--- src/design/thm_pkg.sv ---
// Constants and types for the thermal monitor sequencer.
package thm_pkg;
    localparam logic [7:0] A_RD_R1 = 8'h25;
    localparam logic [7:0] A_RD_AMB = 8'h26;
    localparam logic [7:0] A_RD_R2 = 8'h27;
    localparam logic [7:0] A_START = 8'h40;
    localparam logic [7:0] A_PRI_A = 8'h41;
    localparam logic [7:0] A_PRI_B = 8'h42;
    localparam logic [7:0] A_LIM_BASE = 8'h4E;
    localparam logic [7:0] A_SFR = 8'h7C;
    localparam logic [7:0] A_TEN_A = 8'h7E;
    localparam logic [7:0] A_CFG = 8'h7F;
    localparam logic [7:0] A_FEN = 8'h80;
    localparam logic [7:0] A_TEN_B = 8'h82;
    localparam logic [7:0] A_SEC_A = 8'hA5;
    localparam logic [7:0] A_SEC_B = 8'hA6;
    localparam logic A_PORT_INDEX = 1'b0;
    localparam int B_START = 0;
    localparam int B_LOCK = 1;
    localparam int B_MODE = 1;
    localparam int B_GLOBAL_IRQ_ENABLE = 2;
    localparam int B_GRP = 3;
    localparam int B_INIT = 7;
    localparam logic [7:0] SFR_RST = 8'h40;
    localparam logic [7:0] LIM_HI_RST = 8'h7F;
    localparam logic [7:0] LIM_LO_RST = 8'h80;
    localparam logic [7:0] FAULT_VAL = 8'h80;
    localparam logic [7:0] DIS_VAL = 8'h00;
    localparam int CLK_PERIOD_NS = 8;
    localparam int PASS_NS = 150_800_000;
    localparam int IDLE_NS = 1_000_000_000;
    localparam int SLOT_CYC = PASS_NS / (3 * CLK_PERIOD_NS);
    localparam int IDLE_CYC = IDLE_NS / CLK_PERIOD_NS;
    localparam int TMR_W = 27;
    typedef enum logic [2:0] {
        S_IDLE = 3'b001,
        S_CONV = 3'b010,
        S_PAUSE = 3'b100
    } thm_seq_t;
endpackage

--- src/design/thm_monitor.sv ---
// Thermal monitor sequencer with limit checks, status and interrupt.
`timescale 1ns/1ps
module thm_monitor import thm_pkg::*; #(
    parameter int SLOT_CYCLES = SLOT_CYC,
    parameter int IDLE_CYCLES = IDLE_CYC
) (
    // Clock and reset.
    input wire logic clk,
    input wire logic resetn,
    // Host index and data port.
    input wire logic port_sel,
    input wire logic port_wr,
    input wire logic port_rd,
    input wire logic [7:0] port_wdata,
    output logic [7:0] port_rdata,
    // Converter front end.
    output logic conv_active,
    output logic [1:0] conv_channel,
    input wire logic [7:0] conv_value,
    // Asynchronous sense inputs.
    input wire logic [1:0] diode_fault,
    input wire logic [1:0] diode_nshort_gnd,
    input wire logic [2:0] fan_tach_error,
    input wire logic top_temp_status,
    // Event outputs.
    output logic monitor_irq_out_n,
    output logic monitor_combined_event,
    output logic [1:0] fan_full_on
);
    logic [7:0] sync1_q, sync2_q;
    logic [1:0] flt, nsg;
    logic [2:0] fan_err;
    logic top_s;
    logic [7:0] idx_q, start_q, sfr_q, ten_a_q, ten_b_q, fen_q;
    logic [7:0] pri_a_q, pri_b_q, sec_a_q, sec_b_q;
    logic [7:0] rd_q [3];
    logic [7:0] lo_q [3];
    logic [7:0] hi_q [3];
    logic [2:0] tcond_q;
    thm_seq_t st_q;
    logic [1:0] ch_q;
    logic [TMR_W-1:0] tmr_q;
    logic wr, init, rst_all, started, cyc_mode, upd, viol, last;
    logic [7:0] rd_new, set_a, set_b, cond_a, cond_b, drop_a, en_a;
    logic [2:0] ch_oh;
    logic [7:0] rmux;

    // Returns true when the selected channel is a remote diode.
    function automatic logic is_diode(input logic [1:0] c);
        return c != 2'd1;
    endfunction

    // Diode index of a remote channel.
    function automatic int dsel(input logic [1:0] c);
        return (c == 2'd2) ? 1 : 0;
    endfunction

    // Clears written-one bits whose cause is gone; sets win.
    function automatic logic [7:0] stat_next(input logic [7:0] cur, input logic [7:0] clr,
                                             input logic [7:0] cond, input logic [7:0] drop,
                                             input logic [7:0] set);
        return (cur & ~((clr & ~cond) | drop)) | set;
    endfunction

    // Two-stage synchroniser on every asynchronous sense input.
    always_ff @(posedge clk) begin
        if (!resetn) begin
            sync1_q <= 8'h00;
            sync2_q <= 8'h00;
        end else begin
            sync1_q <= {top_temp_status, fan_tach_error, diode_nshort_gnd, diode_fault};
            sync2_q <= sync1_q;
        end
    end
    assign flt = sync2_q[1:0];
    assign nsg = sync2_q[3:2];
    assign fan_err = sync2_q[6:4];
    assign top_s = sync2_q[7];

    assign wr = port_wr && (port_sel != A_PORT_INDEX);
    assign init = wr && (idx_q == A_CFG) && port_wdata[B_INIT];
    assign rst_all = !resetn || init;
    assign started = start_q[B_START];
    assign cyc_mode = sfr_q[B_MODE];
    assign ch_oh = 3'b001 << ch_q;
    assign upd = (st_q == S_CONV) && (tmr_q == '0);
    assign last = ch_q == 2'd2;

    // New reading with diode fault substitution.
    always_comb begin
        rd_new = conv_value;
        if (is_diode(ch_q) && flt[dsel(ch_q)] && !nsg[dsel(ch_q)]) begin
            rd_new = ten_a_q[ch_q] ? FAULT_VAL : DIS_VAL;
        end
    end

    // Limit check; cycle mode counts equality as a violation.
    always_comb begin
        if (cyc_mode) begin
            viol = ($signed(rd_new) >= $signed(hi_q[ch_q])) ||
                   ($signed(rd_new) <= $signed(lo_q[ch_q]));
        end else begin
            viol = ($signed(rd_new) > $signed(hi_q[ch_q])) ||
                   ($signed(rd_new) < $signed(lo_q[ch_q]));
        end
        if (is_diode(ch_q) && rd_new == FAULT_VAL) begin
            viol = 1'b1;
        end
    end

    // Host index register and start/lock control.
    always_ff @(posedge clk) begin
        if (!resetn) begin
            idx_q <= 8'h00;
        end else if (port_wr && port_sel == A_PORT_INDEX) begin
            idx_q <= port_wdata;
        end
    end

    always_ff @(posedge clk) begin
        if (rst_all) begin
            start_q <= 8'h00;
        end else if (wr && idx_q == A_START) begin
            start_q[B_LOCK] <= start_q[B_LOCK] | port_wdata[B_LOCK];
            if (!start_q[B_LOCK]) begin
                start_q[B_START] <= port_wdata[B_START];
            end
        end
    end

    // Configuration, enables and limits; frozen while running.
    always_ff @(posedge clk) begin
        if (rst_all) begin
            sfr_q <= SFR_RST;
            ten_a_q <= 8'h00;
            ten_b_q <= 8'h00;
            fen_q <= 8'h00;
            for (int i = 0; i < 3; i++) begin
                lo_q[i] <= LIM_LO_RST;
                hi_q[i] <= LIM_HI_RST;
            end
        end else if (wr && !started) begin
            if (idx_q == A_SFR) sfr_q <= port_wdata;
            if (idx_q == A_TEN_A) ten_a_q <= port_wdata;
            if (idx_q == A_TEN_B) ten_b_q <= port_wdata;
            if (idx_q == A_FEN) fen_q <= port_wdata;
            for (int i = 0; i < 3; i++) begin
                if (idx_q == A_LIM_BASE + 8'(2 * i)) lo_q[i] <= port_wdata;
                if (idx_q == A_LIM_BASE + 8'(2 * i + 1)) hi_q[i] <= port_wdata;
            end
        end
    end

    // Round-robin sequencer with slot and idle timer.
    always_ff @(posedge clk) begin
        if (rst_all || !started) begin
            st_q <= S_IDLE;
            ch_q <= 2'd0;
            tmr_q <= '0;
        end else begin
            unique case (st_q)
                S_IDLE: begin
                    st_q <= S_CONV;
                    ch_q <= 2'd0;
                    tmr_q <= TMR_W'(SLOT_CYCLES - 1);
                end
                S_CONV: begin
                    if (tmr_q != '0) begin
                        tmr_q <= tmr_q - 1'b1;
                    end else if (!last) begin
                        ch_q <= ch_q + 2'd1;
                        tmr_q <= TMR_W'(SLOT_CYCLES - 1);
                    end else if (cyc_mode) begin
                        st_q <= S_PAUSE;
                        tmr_q <= TMR_W'(IDLE_CYCLES - 1);
                    end else begin
                        ch_q <= 2'd0;
                        tmr_q <= TMR_W'(SLOT_CYCLES - 1);
                    end
                end
                S_PAUSE: begin
                    if (tmr_q != '0) begin
                        tmr_q <= tmr_q - 1'b1;
                    end else begin
                        st_q <= S_CONV;
                        ch_q <= 2'd0;
                        tmr_q <= TMR_W'(SLOT_CYCLES - 1);
                    end
                end
            endcase
        end
    end
    assign conv_active = st_q == S_CONV;
    assign conv_channel = ch_q;

    // Readings survive soft init; one write per slot.
    always_ff @(posedge clk) begin
        if (!resetn) begin
            for (int i = 0; i < 3; i++) rd_q[i] <= 8'h00;
            tcond_q <= 3'b000;
        end else if (upd) begin
            rd_q[ch_q] <= rd_new;
            tcond_q[ch_q] <= viol;
        end
    end

    // Status inputs shared by primary and secondary sets.
    assign en_a = {3'b000, ten_a_q[2], ten_a_q[0], ten_a_q[2:0]};
    assign set_a = {3'b000, flt & {ten_a_q[2], ten_a_q[0]} & {2{started}},
                    ch_oh & {3{upd && viol}}} & en_a;
    assign cond_a = {3'b000, flt, tcond_q};
    assign drop_a = {5'b00000, ch_oh & {3{upd}} & ~en_a[2:0]};
    assign set_b = {5'b00000, fan_err & fen_q[3:1] & {3{started}}};
    assign cond_b = {5'b00000, fan_err};

    always_ff @(posedge clk) begin
        if (rst_all) begin
            pri_a_q <= 8'h00;
            pri_b_q <= 8'h00;
            sec_a_q <= 8'h00;
            sec_b_q <= 8'h00;
        end else begin
            pri_a_q <= stat_next(pri_a_q, (wr && idx_q == A_PRI_A) ? port_wdata : 8'h00,
                                 cond_a, drop_a, set_a);
            pri_b_q <= stat_next(pri_b_q, (wr && idx_q == A_PRI_B) ? port_wdata : 8'h00,
                                 cond_b, 8'h00, set_b);
            sec_a_q <= stat_next(sec_a_q, (wr && idx_q == A_SEC_A) ? port_wdata : 8'h00,
                                 cond_a, drop_a, set_a);
            sec_b_q <= stat_next(sec_b_q, (wr && idx_q == A_SEC_B) ? port_wdata : 8'h00,
                                 cond_b, 8'h00, set_b);
        end
    end

    // Interrupt pin from primary status only; combined event also from top_temp_status.
    logic pri_evt;
    assign pri_evt = (ten_a_q[B_GRP] && |pri_a_q[2:0]) || (fen_q[0] && |pri_b_q[2:0]);
    always_ff @(posedge clk) begin
        if (rst_all) begin
            monitor_irq_out_n <= 1'b1;
            monitor_combined_event <= 1'b0;
            fan_full_on <= 2'b00;
        end else begin
            monitor_irq_out_n <= !(sfr_q[B_GLOBAL_IRQ_ENABLE] && started && pri_evt);
            monitor_combined_event <= pri_evt || top_s;
            fan_full_on <= {rd_q[2] == FAULT_VAL, rd_q[0] == FAULT_VAL};
        end
    end

    // Register read mux.
    always_comb begin
        rmux = 8'h00;
        unique case (idx_q)
            A_RD_R1: rmux = rd_q[0];
            A_RD_AMB: rmux = rd_q[1];
            A_RD_R2: rmux = rd_q[2];
            A_START: rmux = start_q;
            A_PRI_A: rmux = pri_a_q;
            A_PRI_B: rmux = pri_b_q;
            A_SFR: rmux = sfr_q;
            A_TEN_A: rmux = ten_a_q;
            A_FEN: rmux = fen_q;
            A_TEN_B: rmux = ten_b_q;
            A_SEC_A: rmux = sec_a_q;
            A_SEC_B: rmux = sec_b_q;
            default: begin
                for (int i = 0; i < 3; i++) begin
                    if (idx_q == A_LIM_BASE + 8'(2 * i)) rmux = lo_q[i];
                    if (idx_q == A_LIM_BASE + 8'(2 * i + 1)) rmux = hi_q[i];
                end
            end
        endcase
    end

    always_ff @(posedge clk) begin
        if (!resetn) begin
            port_rdata <= 8'h00;
        end else if (port_rd) begin
            port_rdata <= (port_sel == A_PORT_INDEX) ? idx_q : rmux;
        end
    end

    // Checks.
    property p_order;
        @(posedge clk) disable iff (!resetn || init)
        upd && started && ch_q == 2'd0 |=> ch_q == 2'd1;
    endproperty
    a_order: assert property (p_order) else $error("channel order broken");

    property p_cont;
        @(posedge clk) disable iff (!resetn || init)
        upd && last && !cyc_mode && started |=> st_q == S_CONV && ch_q == 2'd0;
    endproperty
    a_cont: assert property (p_cont) else $error("continuous loop broken");

    property p_pause;
        @(posedge clk) disable iff (!resetn || init)
        upd && last && cyc_mode && started |=> st_q == S_PAUSE && tmr_q == TMR_W'(IDLE_CYCLES - 1);
    endproperty
    a_pause: assert property (p_pause) else $error("cycle idle not entered");

    property p_set;
        @(posedge clk) disable iff (!resetn || init)
        upd && ch_q == 2'd1 && viol && ten_a_q[1] |=> pri_a_q[1] && sec_a_q[1];
    endproperty
    a_set: assert property (p_set) else $error("violation not recorded");

    property p_equal;
        @(posedge clk) disable iff (!resetn || init)
        upd && cyc_mode && ch_q == 2'd1 && rd_new == hi_q[1] && ten_a_q[1] |=> pri_a_q[1];
    endproperty
    a_equal: assert property (p_equal) else $error("equal limit not flagged");

    property p_release;
        @(posedge clk) disable iff (!resetn)
        pri_a_q[2:0] == 3'b000 && pri_b_q[2:0] == 3'b000 |=> monitor_irq_out_n;
    endproperty
    a_release: assert property (p_release) else $error("irq held without status");

    property p_noset;
        @(posedge clk) disable iff (!resetn)
        !ten_a_q[0] && !pri_a_q[0] |=> !pri_a_q[0];
    endproperty
    a_noset: assert property (p_noset) else $error("disabled event set status");

    property p_lock;
        @(posedge clk) disable iff (!resetn || init)
        wr && started && idx_q == A_TEN_A |=> $stable(ten_a_q);
    endproperty
    a_lock: assert property (p_lock) else $error("enable changed while running");

    property p_fault;
        @(posedge clk) disable iff (!resetn)
        upd && ch_q == 2'd0 && flt[0] && !nsg[0] && ten_a_q[0] |=> rd_q[0] == FAULT_VAL ##1
        fan_full_on[0];
    endproperty
    a_fault: assert property (p_fault) else $error("fault value not loaded");

    c_cycle: cover property (@(posedge clk) disable iff (!resetn) st_q == S_PAUSE);
    c_irq: cover property (@(posedge clk) disable iff (!resetn) !monitor_irq_out_n);
    c_clear: cover property (@(posedge clk) disable iff (!resetn)
        pri_a_q[1] && wr && idx_q == A_PRI_A && port_wdata[1] ##1 !pri_a_q[1]);
endmodule

--- config.mk ---
export PLATFORM = sky130hd
export DESIGN_NAME = thm_monitor
export DESIGN_NICKNAME = d
export VERILOG_FILES = /design/src/design/thm_pkg.sv /design/src/design/thm_monitor.sv
export SDC_FILE = /design/constraint.sdc
export NUM_CORES = 1
export LEC_CHECK = 0
export BUFFER_PORTS_ARGS = -buffer_cell sky130_fd_sc_hd__buf_2
export CORE_AREA = 2 2 131 133
export CTS_CLUSTER_DIAMETER = 40
export DETAILED_ROUTE_END_ITERATION = 10
export DIE_AREA = 0 0 133 135
export HOLD_SLACK_MARGIN = 0.12
export PLACE_DENSITY = 0.9
export SETUP_SLACK_MARGIN = 0.05
export SLEW_MARGIN = 30
export SYNTH_ARGS = -nofsm -noshare
export SYNTH_HDL_FRONTEND = slang
export SYNTH_SLANG_ARGS = --single-unit
--- constraint.sdc ---
create_clock -name clk -period 4.4 [get_ports clk]
set_clock_uncertainty 0.2 [all_clocks]
set_input_delay 0.88 -clock clk [delete_from_list [all_inputs] [get_ports clk]]
set_output_delay 0.88 -clock clk [all_outputs]
set_load 0.01 [all_outputs]
==> results of run 1 <==
kinds of logic after synthesis:
group	share of synthesized area [%]
and+or+nand+nor	22.3
AOI/OAI and AO/OA	17.7
DFF	49.2
buffers and inverters	3.71
muxes	3.86
xor gates and xnor gates	1.92
adders and majority gates	1.35
through the flow:
step | cell area (um^2) | util [%] | instances | hold slack, ns
global placement | 10400 | 63.6 | 1307 | 0.214
detailed placement | 10400 | 63.6 | 1307 | 0.221
global route | 11400 | 69.5 | 1357 | 0.244
floorplan | 10000 | - | 1084 | 0.181
CTS | 11400 | 69.4 | 1357 | 0.234
finish | 11400 | 69.5 | 1357 | 0.231
synth_stat cells (22+ instances only):
| master | number | share of area (%) |
|---|---|---|
| sky130_fd_sc_hd__mux2i_1 | 32 | 3.2 |
| sky130_fd_sc_hd__dfxtp_1 | 139 | 28 |
| sky130_fd_sc_hd__nand3_1 | 41 | 2.0 |
| sky130_fd_sc_hd__nand2b_1 | 22 | 1.4 |
| sky130_fd_sc_hd__nand2_1 | 133 | 5.0 |
| sky130_fd_sc_hd__clkbuf_1 | 46 | 1.7 |
| sky130_fd_sc_hd__nor3_1 | 24 | 1.2 |
| sky130_fd_sc_hd__nor2_1 | 91 | 3.4 |
| sky130_fd_sc_hd__a21oi_1 | 105 | 5.2 |
| sky130_fd_sc_hd__inv_1 | 27 | 1.0 |
| sky130_fd_sc_hd__o21ai_0 | 34 | 1.7 |
| sky130_fd_sc_hd__and2_1 | 30 | 1.9 |
| sky130_fd_sc_hd__edfxtp_1 | 72 | 22 |
per-layer routing:
layer,vias up,routed length [um],track usage [%]
met3,167,4040,9.27
met5,-,0,0
met4,0,1780,17.5
li1,4045,-,-
met1,4285,10700,41.4
met2,697,14000,55.3
path summary, 6_finish.rpt:
check / slack [ns] / end / cells past startpoint / start
worst max-delay path: 0.55 / tcond_q[1]$_SDFFE_PN0P_ / 13 / conv_channel[0]$_SDFFE_PP0P_
worst min-delay path: 0.23 / sync2_q[6]$_SDFF_PN0_ / 1 / sync1_q[6]$_SDFF_PN0_
worst max register to register: 0.55 / tcond_q[1]$_SDFFE_PN0P_ / 13 / conv_channel[0]$_SDFFE_PP0P_
worst min register to register: 0.23 / sync2_q[6]$_SDFF_PN0_ / 1 / sync1_q[6]$_SDFF_PN0_
worst max-delay path, cell delays in order (launching register included):
cell                       delay [ns]
sky130_fd_sc_hd__dfxtp_1         0.42
sky130_fd_sc_hd__nor4b_2         0.58
sky130_fd_sc_hd__nor3_1          0.13
sky130_fd_sc_hd__buf_4           0.21
sky130_fd_sc_hd__a21oi_1         0.31
sky130_fd_sc_hd__inv_1           0.14
sky130_fd_sc_hd__ha_1            0.35
sky130_fd_sc_hd__nand2b_1        0.08
sky130_fd_sc_hd__a21oi_1         0.15
sky130_fd_sc_hd__nor2b_1         0.14
sky130_fd_sc_hd__a21boi_0        0.26
sky130_fd_sc_hd__a221o_1         0.38
sky130_fd_sc_hd__clkinv_1        0.19
sky130_fd_sc_hd__a31oi_1         0.23
sequential cells by signal (all words and copies together) (netlist names), named ones only:
signal and flops:
monitor_irq_out_n 1, fen_q 8, sec_a_q 8, sync2_q 8, hi_q 24, conv_channel 2, ten_a_q 8, st_q 3
tcond_q 3, start_q 2, pri_b_q 8, sec_b_q 8, sfr_q 8, pri_a_q 8, fan_full_on 2, idx_q 8
sync1_q 8, monitor_combined_event 1, rd_q 24, tmr_q 27, lo_q 24, ten_b_q 8, port_rdata 8
final cells by class:
cell class / count / area share, %
multi-input combinational: 782 / 41.6
clock inverter: 19 / 1.82
inverter: 29 / 0.954
timing repair buffer: 65 / 3.33
tap: 220 / 2.41
clock buffer: 31 / 6.50
sequential: 211 / 43.3
power groups by stage:
| stage | sequential, mW | combinational (mW) | clock, mW |
|---|---|---|---|
| floorplan | 2.10 | 0.164 | 0 |
| global placement | 2.11 | 0.243 | 0 |
| detailed placement | 2.11 | 0.248 | 0 |
| CTS | 2.07 | 0.251 | 2.28 |
| global route | 2.07 | 0.276 | 2.37 |
| finish | 2.07 | 0.261 | 2.28 |
==> results_tabular.tex, run 1 <==
\begin{tabular}{lr}
\hline
Metric & Value \\
\hline
\multicolumn{2}{l}{\textbf{Worst setup path}} \\
Critical path required time & 4.65 ns \\
Kind of critical path & reg2reg \\
Startpoint type of the worst setup path & register \\
Arrival time of the worst setup path & 4.10 ns \\
CP Max Fanout & 13 \\
CP Capture Type & register \\
\multicolumn{2}{l}{\textbf{Timing}} \\
Slew at the pin closest to its max-slew limit & 0.997 ns \\
Final Hold Viols & 0 \\
Total Neg Setup Slack & 0 ns \\
FMAX & 259 MHz \\
Setup violation total in the final timing report & 0 \\
Time the worst path needs with I/O delays and setup & 3.85 ns \\
Period utilization & 87.6\% \\
Max-slew violation total from the final report & 0 \\
Post-route worst setup slack & 0.546 ns \\
RSZ-0062 raised after global routing & false \\
Relative max-transition margin & 33.5\% \\
\multicolumn{2}{l}{\textbf{Logic synthesis}} \\
Synthesis warning total & 0 \\
Post-synthesis net count & 1123 \\
Number of enable flip-flop cells after synthesis & 72 \\
Total standard cell area after synthesis & 0.0100 mm\^{}2 \\
Fraction of synthesis flops using an asynchronous set or reset pin & 0\% \\
Top flip-flop cell by instance count after synthesis & sky130\_fd\_sc\_hd\_\_dfxtp\_1 \\
Synth Register Bits & 211 \\
Mean post-synth cell area & 9.27 um\^{}2 \\
Mapped Cells & 1084 \\
Sequential share of the synthesized area & 49.2\% \\
Number of distinct standard cells referenced by the synthesized netlist & 81 \\
\multicolumn{2}{l}{\textbf{Run status}} \\
Result of the run & finished clean \\
\multicolumn{2}{l}{\textbf{Detailed routing}} \\
Average wire per standard cell & 22.5 um \\
Via/cell ratio & 6.78 \\
Remaining antenna violation count & 0 \\
Post-route DRC violation count & 0 \\
Vias after detailed routing & 9194 \\
Iteration-0 DRC count of the detailed router & 1353 \\
Total wirelength of the detailed-routed design & 30500 um \\
First-pass iteration count of the detailed router & 8 \\
\multicolumn{2}{l}{\textbf{Clocking}} \\
Number of buffers added to fix hold violations after cts & 0 \\
CTS clock-pin slew for the worst setup and hold paths & 0.06 ns \\
Number of levels the H-tree was split into & 1 \\
CTS sink cnt & 211 \\
Cts bufs inserted & 27 \\
CTS Root Cell & sky130\_fd\_sc\_hd\_\_clkbuf\_16 \\
\# Post-CTS Setup Buffers & 0 \\
Buffers from clock root to sink, at most & 3 \\
Post\_cts resized & 0 \\
Clock tree from TritonCTS & yes \\
Later-pin clock latency in the skew report & 0.54 ns \\
\multicolumn{2}{l}{\textbf{Final layout}} \\
Register area & 0.00494 mm\^{}2 \\
Inserted Diodes & 0 \\
Area occupied by multi-input gates & 0.00475 mm\^{}2 \\
Leading cell type in the layout, fill and taps excluded & sky130\_fd\_sc\_hd\_\_dfxtp\_1 \\
Net total in the final layout & 1155 \\
Share of final-layout standard cells stronger than drive strength 1 & 13.4\% \\
Area added between synthesis and finish & 13.6\% \\
Leading cell types in the layout, fill and taps excluded & sky130\_fd\_sc\_hd\_\_dfxtp\_1, sky130\_fd\_sc\_hd\_\_nand2\_1, sky130\_fd\_sc\_hd\_\_a21oi\_1 \\
Filler cells & 1181 \\
\multicolumn{2}{l}{\textbf{Global route}} \\
Number of global-route vias before repair & 8766 \\
Global-route total usage across every layer & 33.9\% \\
Pin count of the biggest net entering global routing & 30 \\
Wire length of the first global-routing pass & 47300 um \\
GRT overflow & 0 \\
Antenna violations before repair & 0 \\
\multicolumn{2}{l}{\textbf{Floorplan}} \\
Site row count & 47 \\
Core ar. & 0.0164 mm\^{}2 \\
Effective utilization at floorplan & 61.2\% \\
Die outline width & 133 um \\
Vertical die dimension & 135 um \\
Total die area & 0.0180 mm\^{}2 \\
IO Count & 44 \\
\multicolumn{2}{l}{\textbf{Power}} \\
Net switching component of the power & 1.13 mW \\
Leakage & 4.21 nW \\
Maximum vdd ir drop & 0.434 mV \\
Sw frac & 24.4\% \\
Power density cells & 405 mW/mm\^{}2 \\
Clock network fraction of total power & 49.5\% \\
Cell internal power dissipation & 3.49 mW \\
Sum of internal, switching and leakage power & 4.62 mW \\
Proportion of power drawn by combinational gates & 5.7\% \\
Sequential share of power & 44.9\% \\
\multicolumn{2}{l}{\textbf{Hold path}} \\
Classification of the worst-slack hold path & reg2reg \\
\multicolumn{2}{l}{\textbf{Placed design}} \\
Worst slack at placement & 0.806 ns \\
IO buf count & 43 \\
Detail Placement HPWL & 21300 um \\
Weighted congestion at the end of routability-driven global placement & 0.964 \\
\multicolumn{2}{l}{\textbf{Flow run}} \\
Count of maximum capacitance violations & 0 \\
\hline
\end{tabular}
Power figures use the tool's default switching activity.
==> run 2, diff against run 1 <==
- CORE_AREA: 2 2 131 133 -> 2 2 193 195
- DIE_AREA: 0 0 133 135 -> 0 0 195 197
- GPL_TIMING_DRIVEN: unset -> 1
- PLACE_DENSITY: 0.9 -> 0.53
==> results_tabular.tex, run 2 (synthesized netlist as in run 1, its figures left out) <==
\begin{tabular}{lr}
\hline
Metric & Value \\
\hline
\multicolumn{2}{l}{\textbf{Timing}} \\
FMAX & 272 MHz (was 259 MHz) \\
Post-route worst setup slack & 0.729 ns (was 0.546 ns) \\
Relative max-transition margin & 39.8\% (was 33.5\%) \\
Setup violation total in the final timing report & 0 (unchanged) \\
Tightest hold margin & 0.227 ns (was 0.231 ns) \\
RSZ-0062 raised after global routing & false (unchanged) \\
Total Neg Setup Slack & 0 ns (unchanged) \\
Max-slew violation total from the final report & 0 (unchanged) \\
Slew at the pin closest to its max-slew limit & 0.896 ns (was 0.997 ns) \\
Final Hold Viols & 0 (unchanged) \\
Period utilization & 83.4\% (was 87.6\%) \\
Time the worst path needs with I/O delays and setup & 3.67 ns (was 3.85 ns) \\
\multicolumn{2}{l}{\textbf{Floorplan}} \\
Die outline width & 195 um (was 133 um) \\
Effective utilization at floorplan & 27.7\% (was 61.2\%) \\
Vertical die dimension & 197 um (was 135 um) \\
Total die area & 0.0384 mm\^{}2 (was 0.0180 mm\^{}2) \\
Core ar. & 0.0363 mm\^{}2 (was 0.0164 mm\^{}2) \\
IO Count & 44 (unchanged) \\
Site row count & 70 (was 47) \\
\multicolumn{2}{l}{\textbf{Clocking}} \\
CTS Root Cell & sky130\_fd\_sc\_hd\_\_clkbuf\_16 (unchanged) \\
CTS sink cnt & 211 (unchanged) \\
Buffers from clock root to sink, at most & 3 (unchanged) \\
Number of levels the H-tree was split into & 2 (was 1) \\
Number of buffers added to fix hold violations after cts & 0 (unchanged) \\
Cts bufs inserted & 36 (was 27) \\
Post\_cts resized & 0 (unchanged) \\
\# Post-CTS Setup Buffers & 0 (unchanged) \\
Later-pin clock latency in the skew report & 0.52 ns (was 0.54 ns) \\
CTS clock-pin slew for the worst setup and hold paths & 0.06 ns (about the same) \\
Clock tree from TritonCTS & yes (unchanged) \\
\multicolumn{2}{l}{\textbf{Worst setup path}} \\
Cell class contributing the biggest share of worst-path delay & compound AO/OA/AOI/OAI gates (unchanged) \\
Delay contributed by the slowest stage of the critical path & 0.52 ns (was 0.58 ns) \\
Worst R2R Setup Slack & 0.73 ns (was 0.55 ns) \\
Worst reg2reg path endpoint & tcond\_q[0]\$\_SDFFE\_PN0P\_ (was tcond\_q[1]\$\_SDFFE\_PN0P\_) \\
Slowest CP cell & sky130\_fd\_sc\_hd\_\_dfxtp\_1 (was sky130\_fd\_sc\_hd\_\_nor4b\_2) \\
CP cell instances & and4bb\_1 -> nor3\_1 -> nand2\_1 -> inv\_1 -> ha\_1 -> a21o\_1 -> a21oi\_1 -> nor2b\_1 -> a21boi\_0 -> a221o\_1 -> clkinv\_1 -> a31oi\_1 (was nor4b\_2 -> nor3\_1 -> buf\_4 -> a21oi\_1 -> inv\_1 -> ha\_1 -> nand2b\_1 -> a21oi\_1 -> nor2b\_1 -> a21boi\_0 -> a221o\_1 -> clkinv\_1 -> a31oi\_1) \\
Arrival time of the worst setup path & 3.92 ns (was 4.10 ns) \\
Crit path buf inv count & 2 (was 3) \\
Number of cell instances on the worst register-to-register path & 12 (was 13) \\
Kind of critical path & reg2reg (unchanged) \\
Start of the worst register-to-register path & conv\_channel[0]\$\_SDFFE\_PP0P\_ (unchanged) \\
CP Capture Type & register (unchanged) \\
Critical path required time & 4.64 ns (was 4.65 ns) \\
Startpoint type of the worst setup path & register (unchanged) \\
CP Max Fanout & 10 (was 13) \\
\multicolumn{2}{l}{\textbf{Detailed routing}} \\
First-pass iteration count of the detailed router & 7 (was 8) \\
Vias after detailed routing & 8621 (was 9194) \\
Remaining antenna violation count & 0 (unchanged) \\
Average wire per standard cell & 20.6 um (was 22.5 um) \\
Via/cell ratio & 5.30 (was 6.78) \\
Post-route DRC violation count & 0 (unchanged) \\
Iteration-0 DRC count of the detailed router & 755 (was 1353) \\
Total wirelength of the detailed-routed design & 33400 um (was 30500 um) \\
\multicolumn{2}{l}{\textbf{Final layout}} \\
Layout Cells excl Fill & 1627 (was 1357) \\
Max FFs per register & 27 (unchanged) \\
Final core occ & 33.3\% (was 69.5\%) \\
Share of final-layout standard cells stronger than drive strength 1 & 14.7\% (was 13.4\%) \\
Net total in the final layout & 1171 (was 1155) \\
Filler cells & 3769 (was 1181) \\
Area added between synthesis and finish & 20.3\% (was 13.6\%) \\
Leading cell types in the layout, fill and taps excluded & sky130\_fd\_sc\_hd\_\_dfxtp\_1, sky130\_fd\_sc\_hd\_\_nand2\_1, sky130\_fd\_sc\_hd\_\_a21oi\_1 (unchanged) \\
Most flop-heavy register & tmr\_q (unchanged) \\
Leading cell type in the layout, fill and taps excluded & sky130\_fd\_sc\_hd\_\_dfxtp\_1 (unchanged) \\
Inserted Diodes & 0 (unchanged) \\
\multicolumn{2}{l}{\textbf{Global route}} \\
Number of global-route vias before repair & 8454 (was 8766) \\
Pin count of the biggest net entering global routing & 30 (unchanged) \\
Wire length of the first global-routing pass & 51100 um (was 47300 um) \\
Antenna violations before repair & 0 (unchanged) \\
Global-route total usage across every layer & 17.4\% (was 33.9\%) \\
GRT overflow & 0 (unchanged) \\
\multicolumn{2}{l}{\textbf{Hold path}} \\
Hold wc startpoint & sync1\_q[7]\$\_SDFF\_PN0\_ (was sync1\_q[6]\$\_SDFF\_PN0\_) \\
Depth of the worst hold-timing path & 1 (unchanged) \\
Classification of the worst-slack hold path & reg2reg (unchanged) \\
Worst Hold Path EP & sync2\_q[7]\$\_SDFF\_PN0\_ (was sync2\_q[6]\$\_SDFF\_PN0\_) \\
\multicolumn{2}{l}{\textbf{Power}} \\
Power density cells & 434 mW/mm\^{}2 (was 405 mW/mm\^{}2) \\
Maximum vdd ir drop & 0.321 mV (was 0.434 mV) \\
Leakage & 4.39 nW (was 4.21 nW) \\
\multicolumn{2}{l}{\textbf{Run status}} \\
Result of the run & finished clean (unchanged) \\
\multicolumn{2}{l}{\textbf{Placed design}} \\
IO buf count & 43 (unchanged) \\
Weighted congestion at the end of routability-driven global placement & 0.899 (was 0.964) \\
Inst Count DP & 1562 (was 1307) \\
Detail Placement HPWL & 24500 um (was 21300 um) \\
Worst slack at placement & 0.815 ns (was 0.806 ns) \\
\multicolumn{2}{l}{\textbf{Flow run}} \\
Count of maximum capacitance violations & 0 (unchanged) \\
\hline
\end{tabular}
## run 2: stage by stage
stage,power [mW],instance area (um^2)
6_report,5.25,12100
2_1_floorplan,2.26,10000
5_1_grt,5.41,12100
4_1_cts,5.29,12100
3_5_place_dp,2.38,10800
3_3_place_gp,2.37,10800
## run 2: final cells by class
type	instances	area, um^2	area share (%)
clock inverter	22	259	2.14
tap	468	586	4.85
clock buffer	43	1020	8.45
multi-input combinational	782	4730	39.2
sequential	211	4940	40.9
inverter	29	109	0.901
timing repair buffer	72	433	3.58
## run 2: routing by layer
layer  routed length, um  GRT usage, %  vias to the layer above
li1                    -             -                     4086
met1               14300          22.3                     4160
met2               15700          28.9                      306
met3                2300          3.42                       69
met4                1200          6.76                        0
met5                   0             0                        -
## run 2: power by group
| group | internal, mW | leakage [nW] | switching, mW | total, mW |
|---|---|---|---|---|
| combinational | 0.0849 | 1.99 | 0.182 | 0.267 |
| clock | 1.87 | 0.613 | 1.04 | 2.91 |
| sequential | 2.04 | 1.79 | 0.0278 | 2.07 |
## run 2: worst max path at each step
stage                                      start                 endpoint  slack [ns]  cells after the start
CTS                 conv_channel[0]$_SDFFE_PP0P_  tcond_q[0]$_SDFFE_PN0P_        0.79                     12
detailed placement  conv_channel[0]$_SDFFE_PP0P_  tcond_q[0]$_SDFFE_PN0P_        0.82                     12
global placement    conv_channel[0]$_SDFFE_PP0P_  tcond_q[0]$_SDFFE_PN0P_        0.95                     12
finish              conv_channel[0]$_SDFFE_PP0P_  tcond_q[0]$_SDFFE_PN0P_        0.73                     12
global route        conv_channel[0]$_SDFFE_PP0P_  tcond_q[0]$_SDFFE_PN0P_        0.39                     12
floorplan           conv_channel[0]$_SDFFE_PP0P_  tcond_q[0]$_SDFFE_PN0P_        1.04                     14
